## config.mk

```make
export PLATFORM = sky130hd
export DESIGN_NAME = ecpmc_top
export DESIGN_NICKNAME = d
export VERILOG_FILES = /design/src/inc/ecpmc_pkg.sv /design/src/logic/ecpmc_top.sv
export SDC_FILE = /design/constraint.sdc
export NUM_CORES = 1
export LEC_CHECK = 0
export ABC_AREA = 1
export CORE_MARGIN = 2
export CORE_UTILIZATION = 40
export CTS_CLUSTER_DIAMETER = 60
export DETAILED_ROUTE_END_ITERATION = 10
export DONT_BUFFER_PORTS = 1
export GPL_TIMING_DRIVEN = 1
export PLACE_DENSITY = 0.59
export SYNTH_ARGS = -nofsm -noshare
export SYNTH_HDL_FRONTEND = slang
export SYNTH_SLANG_ARGS = --single-unit
```

## constraint.sdc

```tcl
create_clock -name aclk -period 7.9 [get_ports aclk]
set_input_delay 1.58 -clock aclk [delete_from_list [all_inputs] [get_ports aclk]]
set_output_delay 1.58 -clock aclk [all_outputs]
set_load 0.01 [all_outputs]
```

## src/inc/ecpmc_pkg.sv

```systemverilog
package ecpmc_pkg;
    // Register byte addresses (printed offsets scaled: 0x401 and 0x402 are not word multiples)
    localparam logic [11:0] IDX_DATA   = 12'h000;
    localparam logic [11:0] IDX_STATUS = 12'h001;
    localparam logic [11:0] IDX_CTRL   = 12'h002;
    localparam logic [11:0] IDX_FIFO   = 12'h400;
    localparam logic [11:0] IDX_CFGB   = 12'h401;
    localparam logic [11:0] IDX_ECR    = 12'h402;
    localparam logic [11:0] IDX_SETUP  = 12'h403;
    localparam logic [13:0] ADDR_DATA   = {IDX_DATA, 2'b00};
    localparam logic [13:0] ADDR_STATUS = {IDX_STATUS, 2'b00};
    localparam logic [13:0] ADDR_CTRL   = {IDX_CTRL, 2'b00};
    localparam logic [13:0] ADDR_FIFO   = {IDX_FIFO, 2'b00};
    localparam logic [13:0] ADDR_CFGB   = {IDX_CFGB, 2'b00};
    localparam logic [13:0] ADDR_ECR    = {IDX_ECR, 2'b00};
    localparam logic [13:0] ADDR_SETUP  = {IDX_SETUP, 2'b00};
    // Mode codes
    localparam logic [2:0] MODE_SPP  = 3'h0;
    localparam logic [2:0] MODE_PS2  = 3'h1;
    localparam logic [2:0] MODE_PFIFO = 3'h2;
    localparam logic [2:0] MODE_ECP  = 3'h3;
    localparam logic [2:0] MODE_EPP  = 3'h4;
    localparam logic [2:0] MODE_TEST = 3'h6;
    localparam logic [2:0] MODE_CFG  = 3'h7;
    // Extended control field positions and reset
    localparam int ECR_MODE_LSB = 5;
    localparam int ECR_FAULT_EN = 4;
    localparam int ECR_DMA_EN   = 3;
    localparam int ECR_SERVICE  = 2;
    localparam int ECR_FULL     = 1;
    localparam int ECR_EMPTY    = 0;
    localparam logic [7:0] ECR_RESET = 8'h15;
    localparam logic [7:0] CFGA_VALUE = 8'h10;
    localparam int FIFO_DEPTH = 16;
    localparam logic [4:0] FIFO_DEPTH_W = 5'h10;
    // Handshake timing: strobe width in ns and in cycles
    localparam int CLK_PERIOD_NS = 5;
    localparam int STROBE_NS = 500;
    localparam logic [7:0] STROBE_CYC = 8'(STROBE_NS / CLK_PERIOD_NS);
    // AXI responses
    localparam logic [1:0] RESP_OKAY   = 2'h0;
    localparam logic [1:0] RESP_SLVERR = 2'h2;
    // FIFO entry: tag bit high for address/RLE command
    typedef struct packed {
        logic       cmd;
        logic [7:0] data;
    } ecpmc_entry_t;
    // Parallel control outputs
    typedef struct packed {
        logic strobe_out_low;
        logic auto_feed_out_low;
        logic init_out_low;
        logic printer_select_out_low;
    } ecpmc_ctl_t;
endpackage : ecpmc_pkg

```

## src/logic/ecpmc_top.sv

```systemverilog
// Register access over AXI4-Lite is this design's own decision.
`timescale 1ns/1ps
////////////////////////////////////////////////////////////////////////////////
// Operation
// - Compress bit reads 0; bit 6 shows IRQ
// - IRQ select encoded into three-bit field
// - DMA channel encoded into three-bit field
// - Top three extended-control bits select mode
// - ECP mode fault falling edge raises interrupt
// - Enabling fault interrupt while fault asserted interrupts
// - DMA runs only enabled and service clear
// - Service flag blocks DMA and service interrupts
// - Service flag set by TC or thresholds
// - Read-only FIFO full and empty status
// - Standard mode resets FIFO, open-collector controls
// - Bidirectional mode: direction tri-states data lines
// - FIFO mode sends bytes with standard handshake
// - ECP forward merges ports; reverse fills FIFO
// - Modes EPP, test, config mapping, reserved
// - Leave extended modes only to 000/001
// - Modes 011/010 start automatic transfers
// - Return to 000/001 releases controls, drops data
// - Reverse ECP handshakes bytes into FIFO
// - Forward command line low marks command
// - Reverse command line low marks command
// - Read threshold is sixteen minus write threshold
module ecpmc_top (
    // Clock and reset
    input  wire logic        aclk,
    input  wire logic        aresetn,
    // AXI4-Lite write address and data
    input  wire logic [13:0] s_axi_awaddr,
    input  wire logic        s_axi_awvalid,
    output logic             s_axi_awready,
    input  wire logic [31:0] s_axi_wdata,
    input  wire logic [3:0]  s_axi_wstrb,
    input  wire logic        s_axi_wvalid,
    output logic             s_axi_wready,
    // AXI4-Lite write response
    output logic [1:0]       s_axi_bresp,
    output logic             s_axi_bvalid,
    input  wire logic        s_axi_bready,
    // AXI4-Lite read
    input  wire logic [13:0] s_axi_araddr,
    input  wire logic        s_axi_arvalid,
    output logic             s_axi_arready,
    output logic [31:0]      s_axi_rdata,
    output logic [1:0]       s_axi_rresp,
    output logic             s_axi_rvalid,
    input  wire logic        s_axi_rready,
    // Configuration straps from chip setup
    input  wire logic [3:0]  irq_select,
    input  wire logic [1:0]  dma_select,
    input  wire logic        epp_option_cfg,
    input  wire logic [3:0]  fifo_threshold,
    // Interrupt and DMA side
    input  wire logic        irq_line_level,
    output logic             port_irq,
    output logic             dma_request,
    input  wire logic        dma_ack,
    input  wire logic        dma_tc,
    // Parallel data lines
    input  wire logic [7:0]  pd_in,
    output logic [7:0]       pd_out,
    output logic             pd_oe,
    // Control lines, each with drive enable
    output ecpmc_pkg::ecpmc_ctl_t ctl_out,
    output ecpmc_pkg::ecpmc_ctl_t ctl_oe,
    // Status inputs from the peripheral
    input  wire logic        peripheral_fault_low,
    input  wire logic        ack_in_low,
    input  wire logic        busy_in,
    input  wire logic        perror_in,
    input  wire logic        select_in
);
    ////////////////////////////////////////////////////////////////////////////
    // Input synchronisers
    logic [12:0] sync1_reg;              // First stage
    logic [12:0] sync2_reg;              // Second stage
    always_ff @(posedge aclk) begin
        sync1_reg <= {pd_in, peripheral_fault_low, ack_in_low, busy_in, perror_in, select_in};
        sync2_reg <= sync1_reg;
    end
    logic [7:0] pd_s;
    logic       fault_s, ack_s, busy_s, perror_s, select_s;
    assign {pd_s, fault_s, ack_s, busy_s, perror_s, select_s} = sync2_reg;
    logic irq_s1_reg, irq_s2_reg;        // Interrupt line level sync
    always_ff @(posedge aclk) begin
        irq_s1_reg <= irq_line_level;
        irq_s2_reg <= irq_s1_reg;
    end

    ////////////////////////////////////////////////////////////////////////////
    // Register state
    logic [2:0] mode_reg;                // Operating mode
    logic       fault_en_low_reg;        // Fault interrupt disable when high
    logic       dma_en_reg;              // DMA request enable
    logic       service_reg;             // Service flag
    logic [7:0] data_reg;                // Data port latch
    logic [5:0] dcr_reg;                 // Device control bits
    logic       fault_d_reg;             // Previous fault level
    logic [7:0] last_rd_reg;             // Last byte read from FIFO

    wire dir = dcr_reg[5];
    wire fifo_mode = (mode_reg == ecpmc_pkg::MODE_PFIFO) || (mode_reg == ecpmc_pkg::MODE_ECP);
    wire std_mode  = (mode_reg == ecpmc_pkg::MODE_SPP) || (mode_reg == ecpmc_pkg::MODE_PS2);

    ////////////////////////////////////////////////////////////////////////////
    // FIFO storage
    ecpmc_pkg::ecpmc_entry_t mem [ecpmc_pkg::FIFO_DEPTH];
    logic [3:0] wp_reg, rp_reg;          // Pointers
    logic [4:0] cnt_reg;                 // Bytes held
    wire full  = (cnt_reg == ecpmc_pkg::FIFO_DEPTH_W);
    wire empty = (cnt_reg == 5'h00);
    logic       push, pop;
    ecpmc_pkg::ecpmc_entry_t push_val;

    ////////////////////////////////////////////////////////////////////////////
    // AXI slave handshake
    logic        aw_got_reg, w_got_reg;
    logic [13:0] awaddr_reg;
    logic [31:0] wdata_reg;
    logic [3:0]  wstrb_reg;
    wire do_wr = aw_got_reg && w_got_reg && !s_axi_bvalid;
    wire do_rd = s_axi_arvalid && s_axi_arready;

    // Capture address and data independently
    always_ff @(posedge aclk) begin
        if (!aresetn) begin
            aw_got_reg    <= 1'b0;
            w_got_reg     <= 1'b0;
            s_axi_awready <= 1'b0;
            s_axi_wready  <= 1'b0;
            awaddr_reg    <= 14'h0000;
            wdata_reg     <= 32'h0000_0000;
            wstrb_reg     <= 4'h0;
        end else begin
            s_axi_awready <= !aw_got_reg && !s_axi_awready && !do_wr;
            s_axi_wready  <= !w_got_reg && !s_axi_wready && !do_wr;
            if (s_axi_awvalid && s_axi_awready) begin
                aw_got_reg <= 1'b1;
                awaddr_reg <= s_axi_awaddr;
            end
            if (s_axi_wvalid && s_axi_wready) begin
                w_got_reg <= 1'b1;
                wdata_reg <= s_axi_wdata;
                wstrb_reg <= s_axi_wstrb;
            end
            if (do_wr) begin
                aw_got_reg <= 1'b0;
                w_got_reg  <= 1'b0;
            end
        end
    end

    // Write decode
    wire wb   = do_wr && wstrb_reg[0];
    wire w_data = wb && awaddr_reg == ecpmc_pkg::ADDR_DATA;
    wire w_ctrl = wb && awaddr_reg == ecpmc_pkg::ADDR_CTRL;
    wire w_fifo = wb && awaddr_reg == ecpmc_pkg::ADDR_FIFO;
    wire w_ecr  = wb && awaddr_reg == ecpmc_pkg::ADDR_ECR;
    wire wr_known = awaddr_reg inside {ecpmc_pkg::ADDR_DATA, ecpmc_pkg::ADDR_STATUS,
        ecpmc_pkg::ADDR_CTRL, ecpmc_pkg::ADDR_FIFO, ecpmc_pkg::ADDR_CFGB,
        ecpmc_pkg::ADDR_ECR};
    wire [2:0] new_mode = wdata_reg[7:5];

    // Write response
    always_ff @(posedge aclk) begin
        if (!aresetn) begin
            s_axi_bvalid <= 1'b0;
            s_axi_bresp  <= ecpmc_pkg::RESP_OKAY;
        end else if (do_wr) begin
            s_axi_bvalid <= 1'b1;
            s_axi_bresp  <= wr_known ? ecpmc_pkg::RESP_OKAY : ecpmc_pkg::RESP_SLVERR;
        end else if (s_axi_bready) begin
            s_axi_bvalid <= 1'b0;
        end
    end

    ////////////////////////////////////////////////////////////////////////////
    // Extended control register
    wire fault_fall = fault_d_reg && !fault_s;
    logic svc_event;
    always_ff @(posedge aclk) begin
        if (!aresetn) begin
            mode_reg         <= ecpmc_pkg::ECR_RESET[7:5];
            fault_en_low_reg <= ecpmc_pkg::ECR_RESET[ecpmc_pkg::ECR_FAULT_EN];
            dma_en_reg       <= ecpmc_pkg::ECR_RESET[ecpmc_pkg::ECR_DMA_EN];
            service_reg      <= ecpmc_pkg::ECR_RESET[ecpmc_pkg::ECR_SERVICE];
        end else begin
            if (w_ecr) begin
                // Mode change legal only from or to 000/001
                if (std_mode || new_mode == ecpmc_pkg::MODE_SPP ||
                    new_mode == ecpmc_pkg::MODE_PS2)
                    mode_reg <= new_mode;
                fault_en_low_reg <= wdata_reg[ecpmc_pkg::ECR_FAULT_EN];
                dma_en_reg       <= wdata_reg[ecpmc_pkg::ECR_DMA_EN];
                service_reg      <= wdata_reg[ecpmc_pkg::ECR_SERVICE];
            end
            // Hardware set wins over software clear
            if (svc_event)
                service_reg <= 1'b1;
        end
    end

    // Service events
    wire [4:0] free_bytes = ecpmc_pkg::FIFO_DEPTH_W - cnt_reg;
    wire [4:0] wr_thr = {1'b0, fifo_threshold} + 5'h01;
    wire [4:0] rd_thr = ecpmc_pkg::FIFO_DEPTH_W - wr_thr;
    always_comb begin
        svc_event = 1'b0;
        if (!service_reg && fifo_mode) begin
            if (dma_en_reg)
                svc_event = dma_tc && dma_ack;
            else if (!dir)
                svc_event = free_bytes >= wr_thr;
            else
                svc_event = cnt_reg >= rd_thr;
        end
    end

    // Fault interrupt, edge and re-enable cases
    wire fault_irq = (mode_reg == ecpmc_pkg::MODE_ECP) && !fault_en_low_reg && fault_fall;
    wire fault_rearm = w_ecr && fault_en_low_reg &&
                       !wdata_reg[ecpmc_pkg::ECR_FAULT_EN] && !fault_s;
    always_ff @(posedge aclk) begin
        if (!aresetn) begin
            fault_d_reg <= 1'b1;
            port_irq    <= 1'b0;
        end else begin
            fault_d_reg <= fault_s;
            port_irq    <= fault_irq || fault_rearm || svc_event;
        end
    end

    // DMA request only when enabled and service clear
    always_ff @(posedge aclk) begin
        if (!aresetn)
            dma_request <= 1'b0;
        else
            dma_request <= dma_en_reg && !service_reg && fifo_mode &&
                           (dir ? !empty : !full);
    end

    ////////////////////////////////////////////////////////////////////////////
    // Data and control registers
    always_ff @(posedge aclk) begin
        if (!aresetn) begin
            data_reg <= 8'h00;
            dcr_reg  <= 6'h00;
        end else begin
            if (w_data && std_mode)
                data_reg <= wdata_reg[7:0];
            if (w_ctrl) begin
                dcr_reg[4:0] <= wdata_reg[4:0];
                // Direction changes only in bidirectional mode
                if (mode_reg == ecpmc_pkg::MODE_PS2)
                    dcr_reg[5] <= wdata_reg[5];
            end
        end
    end

    ////////////////////////////////////////////////////////////////////////////
    // Transfer engine
    typedef enum logic [2:0] {ST_IDLE, ST_SETUP, ST_STROBE, ST_WAIT_BUSY,
                              ST_REV_REQ, ST_REV_ACK} ecpmc_st_t;
    ecpmc_st_t  st_reg;
    logic [7:0] tmr_reg;
    ecpmc_pkg::ecpmc_entry_t cur_reg;
    logic       eng_strobe_reg, eng_afd_reg;
    wire fifo_reset = std_mode;
    wire fwd_run = fifo_mode && !dir;
    wire rev_run = (mode_reg == ecpmc_pkg::MODE_ECP) && dir;

    // Push and pop selection
    always_comb begin
        push     = 1'b0;
        pop      = 1'b0;
        push_val = '0;
        if (w_fifo && (fifo_mode || mode_reg == ecpmc_pkg::MODE_TEST) && !full) begin
            push     = 1'b1;
            push_val = '{cmd: 1'b0, data: wdata_reg[7:0]};
        end else if (w_data && mode_reg == ecpmc_pkg::MODE_ECP && !dir && !full) begin
            push     = 1'b1;
            push_val = '{cmd: 1'b1, data: wdata_reg[7:0]};
        end else if (st_reg == ST_REV_ACK && rev_run && !full) begin
            push     = 1'b1;
            push_val = '{cmd: !ack_s, data: pd_s};
        end
        if (st_reg == ST_IDLE && fwd_run && !empty)
            pop = 1'b1;
        else if (do_rd && s_axi_araddr == ecpmc_pkg::ADDR_FIFO && !empty &&
                 (mode_reg == ecpmc_pkg::MODE_TEST || rev_run))
            pop = 1'b1;
    end

    // FIFO pointers and count
    always_ff @(posedge aclk) begin
        if (!aresetn || fifo_reset) begin
            wp_reg  <= 4'h0;
            rp_reg  <= 4'h0;
            cnt_reg <= 5'h00;
        end else begin
            if (push)
                wp_reg <= wp_reg + 4'h1;
            if (pop)
                rp_reg <= rp_reg + 4'h1;
            cnt_reg <= cnt_reg + {4'h0, push} - {4'h0, pop};
        end
    end
    always_ff @(posedge aclk) begin
        if (push)
            mem[wp_reg] <= push_val;
    end

    // Handshake state machine
    always_ff @(posedge aclk) begin
        if (!aresetn || !(fwd_run || rev_run)) begin
            st_reg         <= ST_IDLE;
            tmr_reg        <= 8'h00;
            cur_reg        <= '0;
            eng_strobe_reg <= 1'b0;
            eng_afd_reg    <= 1'b0;
        end else begin
            case (st_reg)
                ST_IDLE: begin
                    if (fwd_run && !empty) begin
                        cur_reg <= mem[rp_reg];
                        // Command marked by low command line
                        eng_afd_reg <= (mode_reg == ecpmc_pkg::MODE_ECP) && mem[rp_reg].cmd;
                        st_reg  <= ST_SETUP;
                    end else if (rev_run && !full) begin
                        eng_afd_reg <= 1'b1;                           // Request byte
                        st_reg      <= ST_REV_REQ;
                    end
                end
                ST_SETUP: begin
                    if (!busy_s) begin
                        eng_strobe_reg <= 1'b1;
                        tmr_reg        <= ecpmc_pkg::STROBE_CYC;
                        st_reg         <= ST_STROBE;
                    end
                end
                ST_STROBE: begin
                    if (tmr_reg == 8'h00 || busy_s) begin
                        eng_strobe_reg <= 1'b0;
                        st_reg         <= ST_WAIT_BUSY;
                    end else
                        tmr_reg <= tmr_reg - 8'h01;
                end
                ST_WAIT_BUSY: begin
                    if (!busy_s) begin
                        eng_afd_reg <= 1'b0;
                        st_reg      <= ST_IDLE;
                    end
                end
                ST_REV_REQ: begin
                    if (!ack_s || busy_s)
                        st_reg <= ST_REV_ACK;
                end
                ST_REV_ACK: begin
                    eng_afd_reg <= 1'b0;                               // Byte taken
                    st_reg      <= ST_IDLE;
                end
                default: st_reg <= ST_IDLE;
            endcase
        end
    end

    ////////////////////////////////////////////////////////////////////////////
    // Pin drivers
    wire eng_on = fwd_run || rev_run;
    always_ff @(posedge aclk) begin
        if (!aresetn) begin
            pd_out  <= 8'h00;
            pd_oe   <= 1'b1;
            ctl_out <= '1;
            ctl_oe  <= '0;
        end else begin
            pd_out <= eng_on ? cur_reg.data : data_reg;
            // Direction ignored in modes 000 and 010
            pd_oe  <= (mode_reg == ecpmc_pkg::MODE_SPP ||
                       mode_reg == ecpmc_pkg::MODE_PFIFO) ? 1'b1 : !dir;
            ctl_out.strobe_out_low         <= eng_on ? !eng_strobe_reg : !dcr_reg[0];
            ctl_out.auto_feed_out_low      <= eng_on ? !eng_afd_reg : !dcr_reg[1];
            ctl_out.init_out_low           <= dcr_reg[2];
            ctl_out.printer_select_out_low <= !dcr_reg[3];
            // Open collector in 000: drive only the low level
            if (mode_reg == ecpmc_pkg::MODE_SPP) begin
                ctl_oe.strobe_out_low         <= dcr_reg[0];
                ctl_oe.auto_feed_out_low      <= dcr_reg[1];
                ctl_oe.init_out_low           <= !dcr_reg[2];
                ctl_oe.printer_select_out_low <= dcr_reg[3];
            end else
                ctl_oe <= '1;
        end
    end

    ////////////////////////////////////////////////////////////////////////////
    // Read path
    logic [2:0] irq_code, dma_code;
    always_comb begin
        case (irq_select)
            4'hF:    irq_code = 3'h6;
            4'hE:    irq_code = 3'h5;
            4'hB:    irq_code = 3'h4;
            4'hA:    irq_code = 3'h3;
            4'h9:    irq_code = 3'h2;
            4'h7:    irq_code = 3'h1;
            4'h5:    irq_code = 3'h7;
            default: irq_code = 3'h0;
        endcase
        case (dma_select)
            2'h3:    dma_code = 3'h3;
            2'h2:    dma_code = 3'h2;
            2'h1:    dma_code = 3'h1;
            default: dma_code = 3'h0;
        endcase
    end
    wire cfg = (mode_reg == ecpmc_pkg::MODE_CFG);
    logic [7:0] rd_byte;
    logic       rd_ok;
    always_comb begin
        rd_byte = 8'h00;
        rd_ok   = 1'b1;
        case (s_axi_araddr)
            ecpmc_pkg::ADDR_DATA:   rd_byte = (mode_reg == ecpmc_pkg::MODE_PS2) ?
                                              pd_s : data_reg;
            ecpmc_pkg::ADDR_STATUS: rd_byte = {!busy_s, ack_s, perror_s, select_s,
                                              fault_s, 3'h0};
            ecpmc_pkg::ADDR_CTRL:   rd_byte = {2'h0, dcr_reg};
            ecpmc_pkg::ADDR_FIFO:   rd_byte = cfg ? ecpmc_pkg::CFGA_VALUE :
                                              (empty ? last_rd_reg : mem[rp_reg].data);
            ecpmc_pkg::ADDR_CFGB:   rd_byte = cfg ? {1'b0, irq_s2_reg, irq_code,
                                              dma_code} : 8'h00;
            ecpmc_pkg::ADDR_ECR:    rd_byte = {mode_reg, fault_en_low_reg, dma_en_reg,
                                              service_reg, full, empty};
            ecpmc_pkg::ADDR_SETUP:  rd_byte = {7'h00, epp_option_cfg};
            default:                rd_ok   = 1'b0;
        endcase
    end

    // Read channel
    always_ff @(posedge aclk) begin
        if (!aresetn) begin
            s_axi_arready <= 1'b0;
            s_axi_rvalid  <= 1'b0;
            s_axi_rdata   <= 32'h0000_0000;
            s_axi_rresp   <= ecpmc_pkg::RESP_OKAY;
            last_rd_reg   <= 8'h00;
        end else begin
            s_axi_arready <= !s_axi_arready && !s_axi_rvalid;
            if (do_rd) begin
                s_axi_rvalid <= 1'b1;
                s_axi_rdata  <= {24'h000000, rd_byte};
                s_axi_rresp  <= rd_ok ? ecpmc_pkg::RESP_OKAY : ecpmc_pkg::RESP_SLVERR;
                if (pop)
                    last_rd_reg <= rd_byte;
            end else if (s_axi_rready)
                s_axi_rvalid <= 1'b0;
        end
    end
endmodule : ecpmc_top

```

==> results of run 1 <==
-- path summary, 6_finish.rpt --
path | startpoint | to | cells after the start
min | sync1_reg[4] | sync2_reg[4] | 0
min reg2reg | sync1_reg[4] | sync2_reg[4] | 0
max | cnt_reg[1] | cnt_reg[4] | 17
max reg2reg | cnt_reg[1] | cnt_reg[4] | 17
-- through the flow --
step / util (%) / hold WS [ns] / instance area [sq um] / setup slack, ns
after CTS: 44.9 / 0.328 / 14600 / 3.87
after global routing: 44.9 / 0.339 / 14600 / 3.48
after floorplan: - / 0.310 / 13400 / 4.31
final: 44.9 / 0.326 / 14600 / 3.85
after global placement: 41.4 / 0.312 / 13500 / 3.56
after detailed placement: 41.4 / 0.315 / 13500 / 3.55
-- critical path, cell delays in order, from the launching register on --
cell and delay [ns]:
dfxtp_1 0.33, inv_1 0.16, ha_1 0.22, nand2_1 0.07, inv_1 0.08, ha_1 0.57
inv_1 0.37, nand3_1 0.26, inv_1 0.10, nand2_2 0.16, nand2_4 0.13, ha_1 0.30
inv_1 0.04, ha_1 0.19, fa_1 0.41, a211oi_1 0.33, o21ai_0 0.12, a21oi_1 0.13
-- per-layer routing --
metal	vias to the layer above	part of all wire (%)
li1	4894	-
met4	2	2.3
met5	-	0.040
met3	53	6.6
met2	299	46
met1	4612	45
-- power breakdown --
group / internal [mW] / switching, mW / leakage (nW)
registers: 1.63 / 0.0164 / 2.32
logic: 0.0242 / 0.0560 / 2.84
clock network: 0.958 / 0.608 / 0.551
-- cell families after synthesis --
family	synth area share (%)
DFF	55.9
and+or+nand+nor	21.3
AOI/OAI and AO/OA	10.7
adders and majority gates	2.70
buffers and inverters	8.64
xor gates and xnor gates	0.793
other	0.0283
-- layout by cell type (no fill, tap or decap), types with 5 or more instances in the layout --
cell | netlist | layout
dfxtp_1 | 154 | 153
edfxtp_1 | 144 | 144
nand2_2 | 9 | 9
a211oi_1 | 7 | 7
clkinv_1 | 3 | 5
inv_1 | 163 | 163
nand4_1 | 22 | 22
xor2_1 | 8 | 8
buf_4 | 31 | 8
inv_2 | 14 | 14
conb_1 | 1 | 26
nand3_1 | 126 | 126
clkbuf_1 | 21 | 7
a21oi_1 | 97 | 96
nor3_2 | 5 | 5
o21ai_0 | 120 | 120
nand2_1 | 225 | 225
nor2_2 | 7 | 7
o211ai_1 | 20 | 20
clkbuf_16 | 0 | 39
nor2_1 | 209 | 209
ha_1 | 27 | 27
nor3_1 | 9 | 9
-- layout make-up --
| cell class | instances | share of cell area, % |
|---|---|---|
| Inverter | 181 | 4.68 |
| Clock buffer | 50 | 7.22 |
| Timing Repair Buffer | 8 | 0.410 |
| Sequential cell | 298 | 50.6 |
| Tap cell | 442 | 3.78 |
| Antenna cell | 2 | 0.0342 |
| Clock inverter | 8 | 0.444 |
| Multi-Input combinational cell | 961 | 32.8 |
==> metrics.yaml, run 1 <==
required_ns: 8.33
yosys_warnings: 0
wirelength_um: 32600
dr.pass1.iters: 5
cts_setup_buffers: 0
grt_start_max_net_pins: 82
yosysMostFrequentCell: "nand2_1"
syn-cell-area_sq_um: 13300
vdd_ir_drop_max_v: 0.000157
async_flop_share_pct: 0
grt_use_total_pct: 18.9
multi_input_comb_area_sq_um: 4800
met1_usage_pct: 26.2
synth_cell_type_count: 51
regArea_sq_um: 7410
viasPerCell: 5.06
fill_cells: 3156
powerDensity_nw_per_um2: 225
die_width_um: 186
finalCritPeriodShare_pct: 51.2
ys_top_cells_by_count: "nand2_1 (225), nor2_1 (209), inv_1 (163)"
cap_violations: 0
use_met3_pct: 4.01
rsz0062_at_grt: "false"
start_util_pct: 40.7
ioPinCount: 158
via_count: 9860
nets: 1611
setup_tns_ns: 0
cp.arrival_ns: 4.48
antenna_found_initial: 3
crit_fanout: 11
htree_levels: 2
worst_pin_slew_ns: 1.18
cts_buffers: 35
antenna_left: 0
grt-busiest-layer: "met2"
gp_congestion: 0.855
setup_viol: 0
synth_edf_count: 144
relSlewSlack_pct: 21.2
dpl.cell_count: 1890
overflow: 0
die_area_sq_um: 34600
clock_latency_ns: 0.51
detail_route.wl_per_cell_um: 16.7
clock.fmax_mhz: 247
grt_pass1_vias: 9146
grt_pass1_wl_um: 50600
avgSynthCellArea_sq_um: 8.88
ys_ff_latch: 298
core_area_sq_um: 32600
yosysTopAreaCell: "edfxtp_1"
path_clk_slew_ns: 0.06
layout_min_cycle_time_ns: 4.05
cts_tree: "built"
largest_reg_flops: 144
drv_slew: 0
drive_gt1_share_pct: 7.77
power.total_mw: 3.29
grtUsageMet2_pct: 30.2
route.detailed.drc: 0
dp_hpwl_um: 22000
root_buffer: "clkbuf_16"
port_buffers: 0
synth.area.top_cells: "edfxtp_1 (33%), dfxtp_1 (23%), nand2_1 (6.4%)"
final-hold-violation-count: 0
critPathCaptureType: "register"
leakage_nw: 5.71
syn2layout_area_growth_pct: 10.4
fp.dieH_um: 186
ff2ff_setup_slack_ns: 3.85
clk_path_buf_depth: 3
drt_iter0_markers: 778
holdCritPathClass: "reg -> reg"
syn-instance-count: 1494
final.setup_skew_ns: 0.0144
cts_sinks: 298
cts_hold_buf: 0
cts_resized: 0
stdcell_count: 1950
cp-start-kind: "register"
critPathKind: "reg -> reg"
ys_seq_area_share_pct: 55.9
synth_ff_type: "dfxtp_1"
status: "completed"
rows: 66
synth_top_area_share_pct: 32.6
No activity file was read; power rests on OpenSTA's default activity.
==> inputs of run 2 (changes only) <==
--- a/config.mk
+++ b/config.mk
@@ -12,7 +12,7 @@
 export DETAILED_ROUTE_END_ITERATION = 10
 export DONT_BUFFER_PORTS = 1
 export GPL_TIMING_DRIVEN = 1
-export PLACE_DENSITY = 0.59
+export PLACE_DENSITY = 0.61
 export SYNTH_ARGS = -nofsm -noshare
 export SYNTH_HDL_FRONTEND = slang
 export SYNTH_SLANG_ARGS = --single-unit
==> constraint.sdc (replaced) <==
create_clock -name aclk -period 3.5 [get_ports aclk]
set_input_delay 0.7 -clock aclk [delete_from_list [all_inputs] [get_ports aclk]]
set_output_delay 0.7 -clock aclk [all_outputs]
set_load 0.01 [all_outputs]
==> metrics.yaml, run 2 (synthesis results as in run 1) <==
route.detailed.drc: 0  # unchanged
start_util_pct: 40.7  # unchanged
layout_common_cells: "nand2_1 (225), nor2_1 (209), inv_1 (162)"
grt_use_total_pct: 18.8  # -0.10 points
hp-start: "perror_in"
reg2reg_from: "cnt_reg[1]"
relSlewSlack_pct: 45.5  # +24 points
viasPerCell: 5.03  # -0.55%
leakage_nw: 5.79  # +1.4%
final.setup_skew_ns: 0.0266  # +0.0122 ns
cts_sinks: 298  # unchanged
final-hold-violation-count: 0  # unchanged
crit_slowest_cell: "fa_1"
crit_fanout: 7  # -4
fp.dieH_um: 186  # unchanged
htree_levels: 2  # unchanged
holdPathStages: 0  # unchanged
gp_congestion: 0.907  # +6.2%
syn2layout_area_growth_pct: 11.2
final_common_cell: "nand2_1"
holdCritPathClass: "in -> reg"
cts_buffers: 34  # -2.9%
ff2ff_setup_slack_ns: 0.24  # -3.61 ns
reg2reg_to: "cnt_reg[4]"
ff2ff_path_depth: 18  # +1
drt_iter0_markers: 859  # +10%
holdWs_ns: 0.209  # -0.117 ns
dp_hpwl_um: 22300  # +1.3%
finalCritPeriodShare_pct: 93.1  # +42 points
path_clk_slew_ns: 0.06  # about the same
dpl.cell_count: 1914  # +1.3%
grt_pass1_vias: 9084  # -0.68%
worst_pin_slew_ns: 0.817  # -0.364 ns
nets: 1634  # +1.4%
root_buffer: "clkbuf_16"
die_width_um: 186  # unchanged
grt_start_max_net_pins: 81  # -1.2%
grt_pass1_wl_um: 50500  # -0.19%
via_count: 9926  # +0.67%
antenna_found_initial: 1  # -2
port_buffers: 0  # unchanged
die_area_sq_um: 34600  # unchanged
cap_violations: 0  # unchanged
rows: 66  # unchanged
design_area_sq_um: 14700  # +0.70%
setup_viol: 0  # unchanged
utilization_pct: 45.2  # +0.31 points
clock_latency_ns: 0.52  # about the same
cts_tree: "built"
setup_tns_ns: 0  # unchanged
wirelength_um: 32500  # -0.33%
core_area_sq_um: 32600  # unchanged
rsz0062_at_grt: "false"
cts_hold_buf: 0  # unchanged
clock.fmax_mhz: 307  # +24%
critPathCaptureType: "register"
powerDensity_nw_per_um2: 490  # +120%
cpPeakStageDelay_ns: 0.42  # -0.15 ns
whs_endpoint: "sync1_reg[1]"
status: "completed"
dr.pass1.iters: 6  # +1
layout_min_cycle_time_ns: 3.26  # -0.788 ns
cp.arrival_ns: 3.71  # -0.77 ns
drv_slew: 0  # unchanged
required_ns: 3.95  # -4.38 ns
dpl_cell_area_sq_um: 13700  # +1.3%
largest_reg_flops: 144  # unchanged
stdcell_count: 1974  # +1.2%
drive_gt1_share_pct: 8.95  # +1.2 points
antenna_left: 0  # unchanged
ioPinCount: 158  # unchanged
vdd_ir_drop_max_v: 0.000384  # +140%
crit_chain: "inv_1 > ha_1 > nand2_1 > inv_1 > ha_1 > inv_2 > nand3_4 > nor2_4 > inv_2 > nand3_2 > inv_1 > ha_1 > inv_1 > ha_1 > fa_1 > a211oi_2 > o21ai_0 > a21oi_1"
overflow: 0  # unchanged
critPathKind: "reg -> reg"
cp-start-kind: "register"
clk_path_buf_depth: 3  # unchanged
detail_route.wl_per_cell_um: 16.4  # -1.5%
-- run 2: critical path: cells and delay by family (launching register included) --
family / cells / cell delay (ns)
adders and majority gates: 5 / 1.34
buffers and inverters: 6 / 0.53
AOI/OAI and AO/OA: 3 / 0.51
and+or+nand+nor: 4 / 0.46
DFF: 1 / 0.36
-- run 2: how the worst max path moves through the flow --
stage | startpoint | to | cells after the start
3_5_place_dp | cnt_reg[1] | cnt_reg[4] | 18
4_1_cts | cnt_reg[1] | cnt_reg[4] | 18
3_3_place_gp | cnt_reg[1] | cnt_reg[4] | 18
5_1_grt | cnt_reg[1] | cnt_reg[4] | 18
2_1_floorplan | cnt_reg[1] | cnt_reg[4] | 18
6_report | cnt_reg[1] | cnt_reg[4] | 18
-- run 2: stage by stage --
step	power, mW	setup WS (ns)
2_1_floorplan	3.95	0.574
3_3_place_gp	3.97	0.153
3_5_place_dp	3.97	0.120
4_1_cts	7.29	0.0974
5_1_grt	7.47	0.00508
6_report	7.22	0.243
-- run 2: report_power, final --
part           internal, mW  switching (mW)  total [mW]
sequential             3.67          0.0385        3.71
clock                  1.94            1.38        3.32
combinational        0.0559           0.127       0.183
-- run 2: area by class of cell --
| cell class | instances | area, sq um |
|---|---|---|
| multi-input cells | 961 | 4810 |
| clock buffers | 46 | 927 |
| clock inverters | 13 | 119 |
| repair buffers | 32 | 240 |
| diodes | 1 | 2.50 |
| flip-flops and latches | 298 | 7410 |
| fillers | 3163 | 17900 |
| inverters | 181 | 684 |
| well taps | 442 | 553 |
-- run 2: what timing repair did --
item / CTS / global route
setup buffers: 0 / 0
setup endpoints to repair: 0 / 2
resized for setup: 0 / 2
-- run 2: metal layers --
layer	vias to the layer above	GRT usage, %	wire [um]
met5	-	0	0
met4	0	5.39	804
met2	351	29.0	14500
met3	50	3.40	2270
met1	4579	27.1	14900
li1	4946	-	-
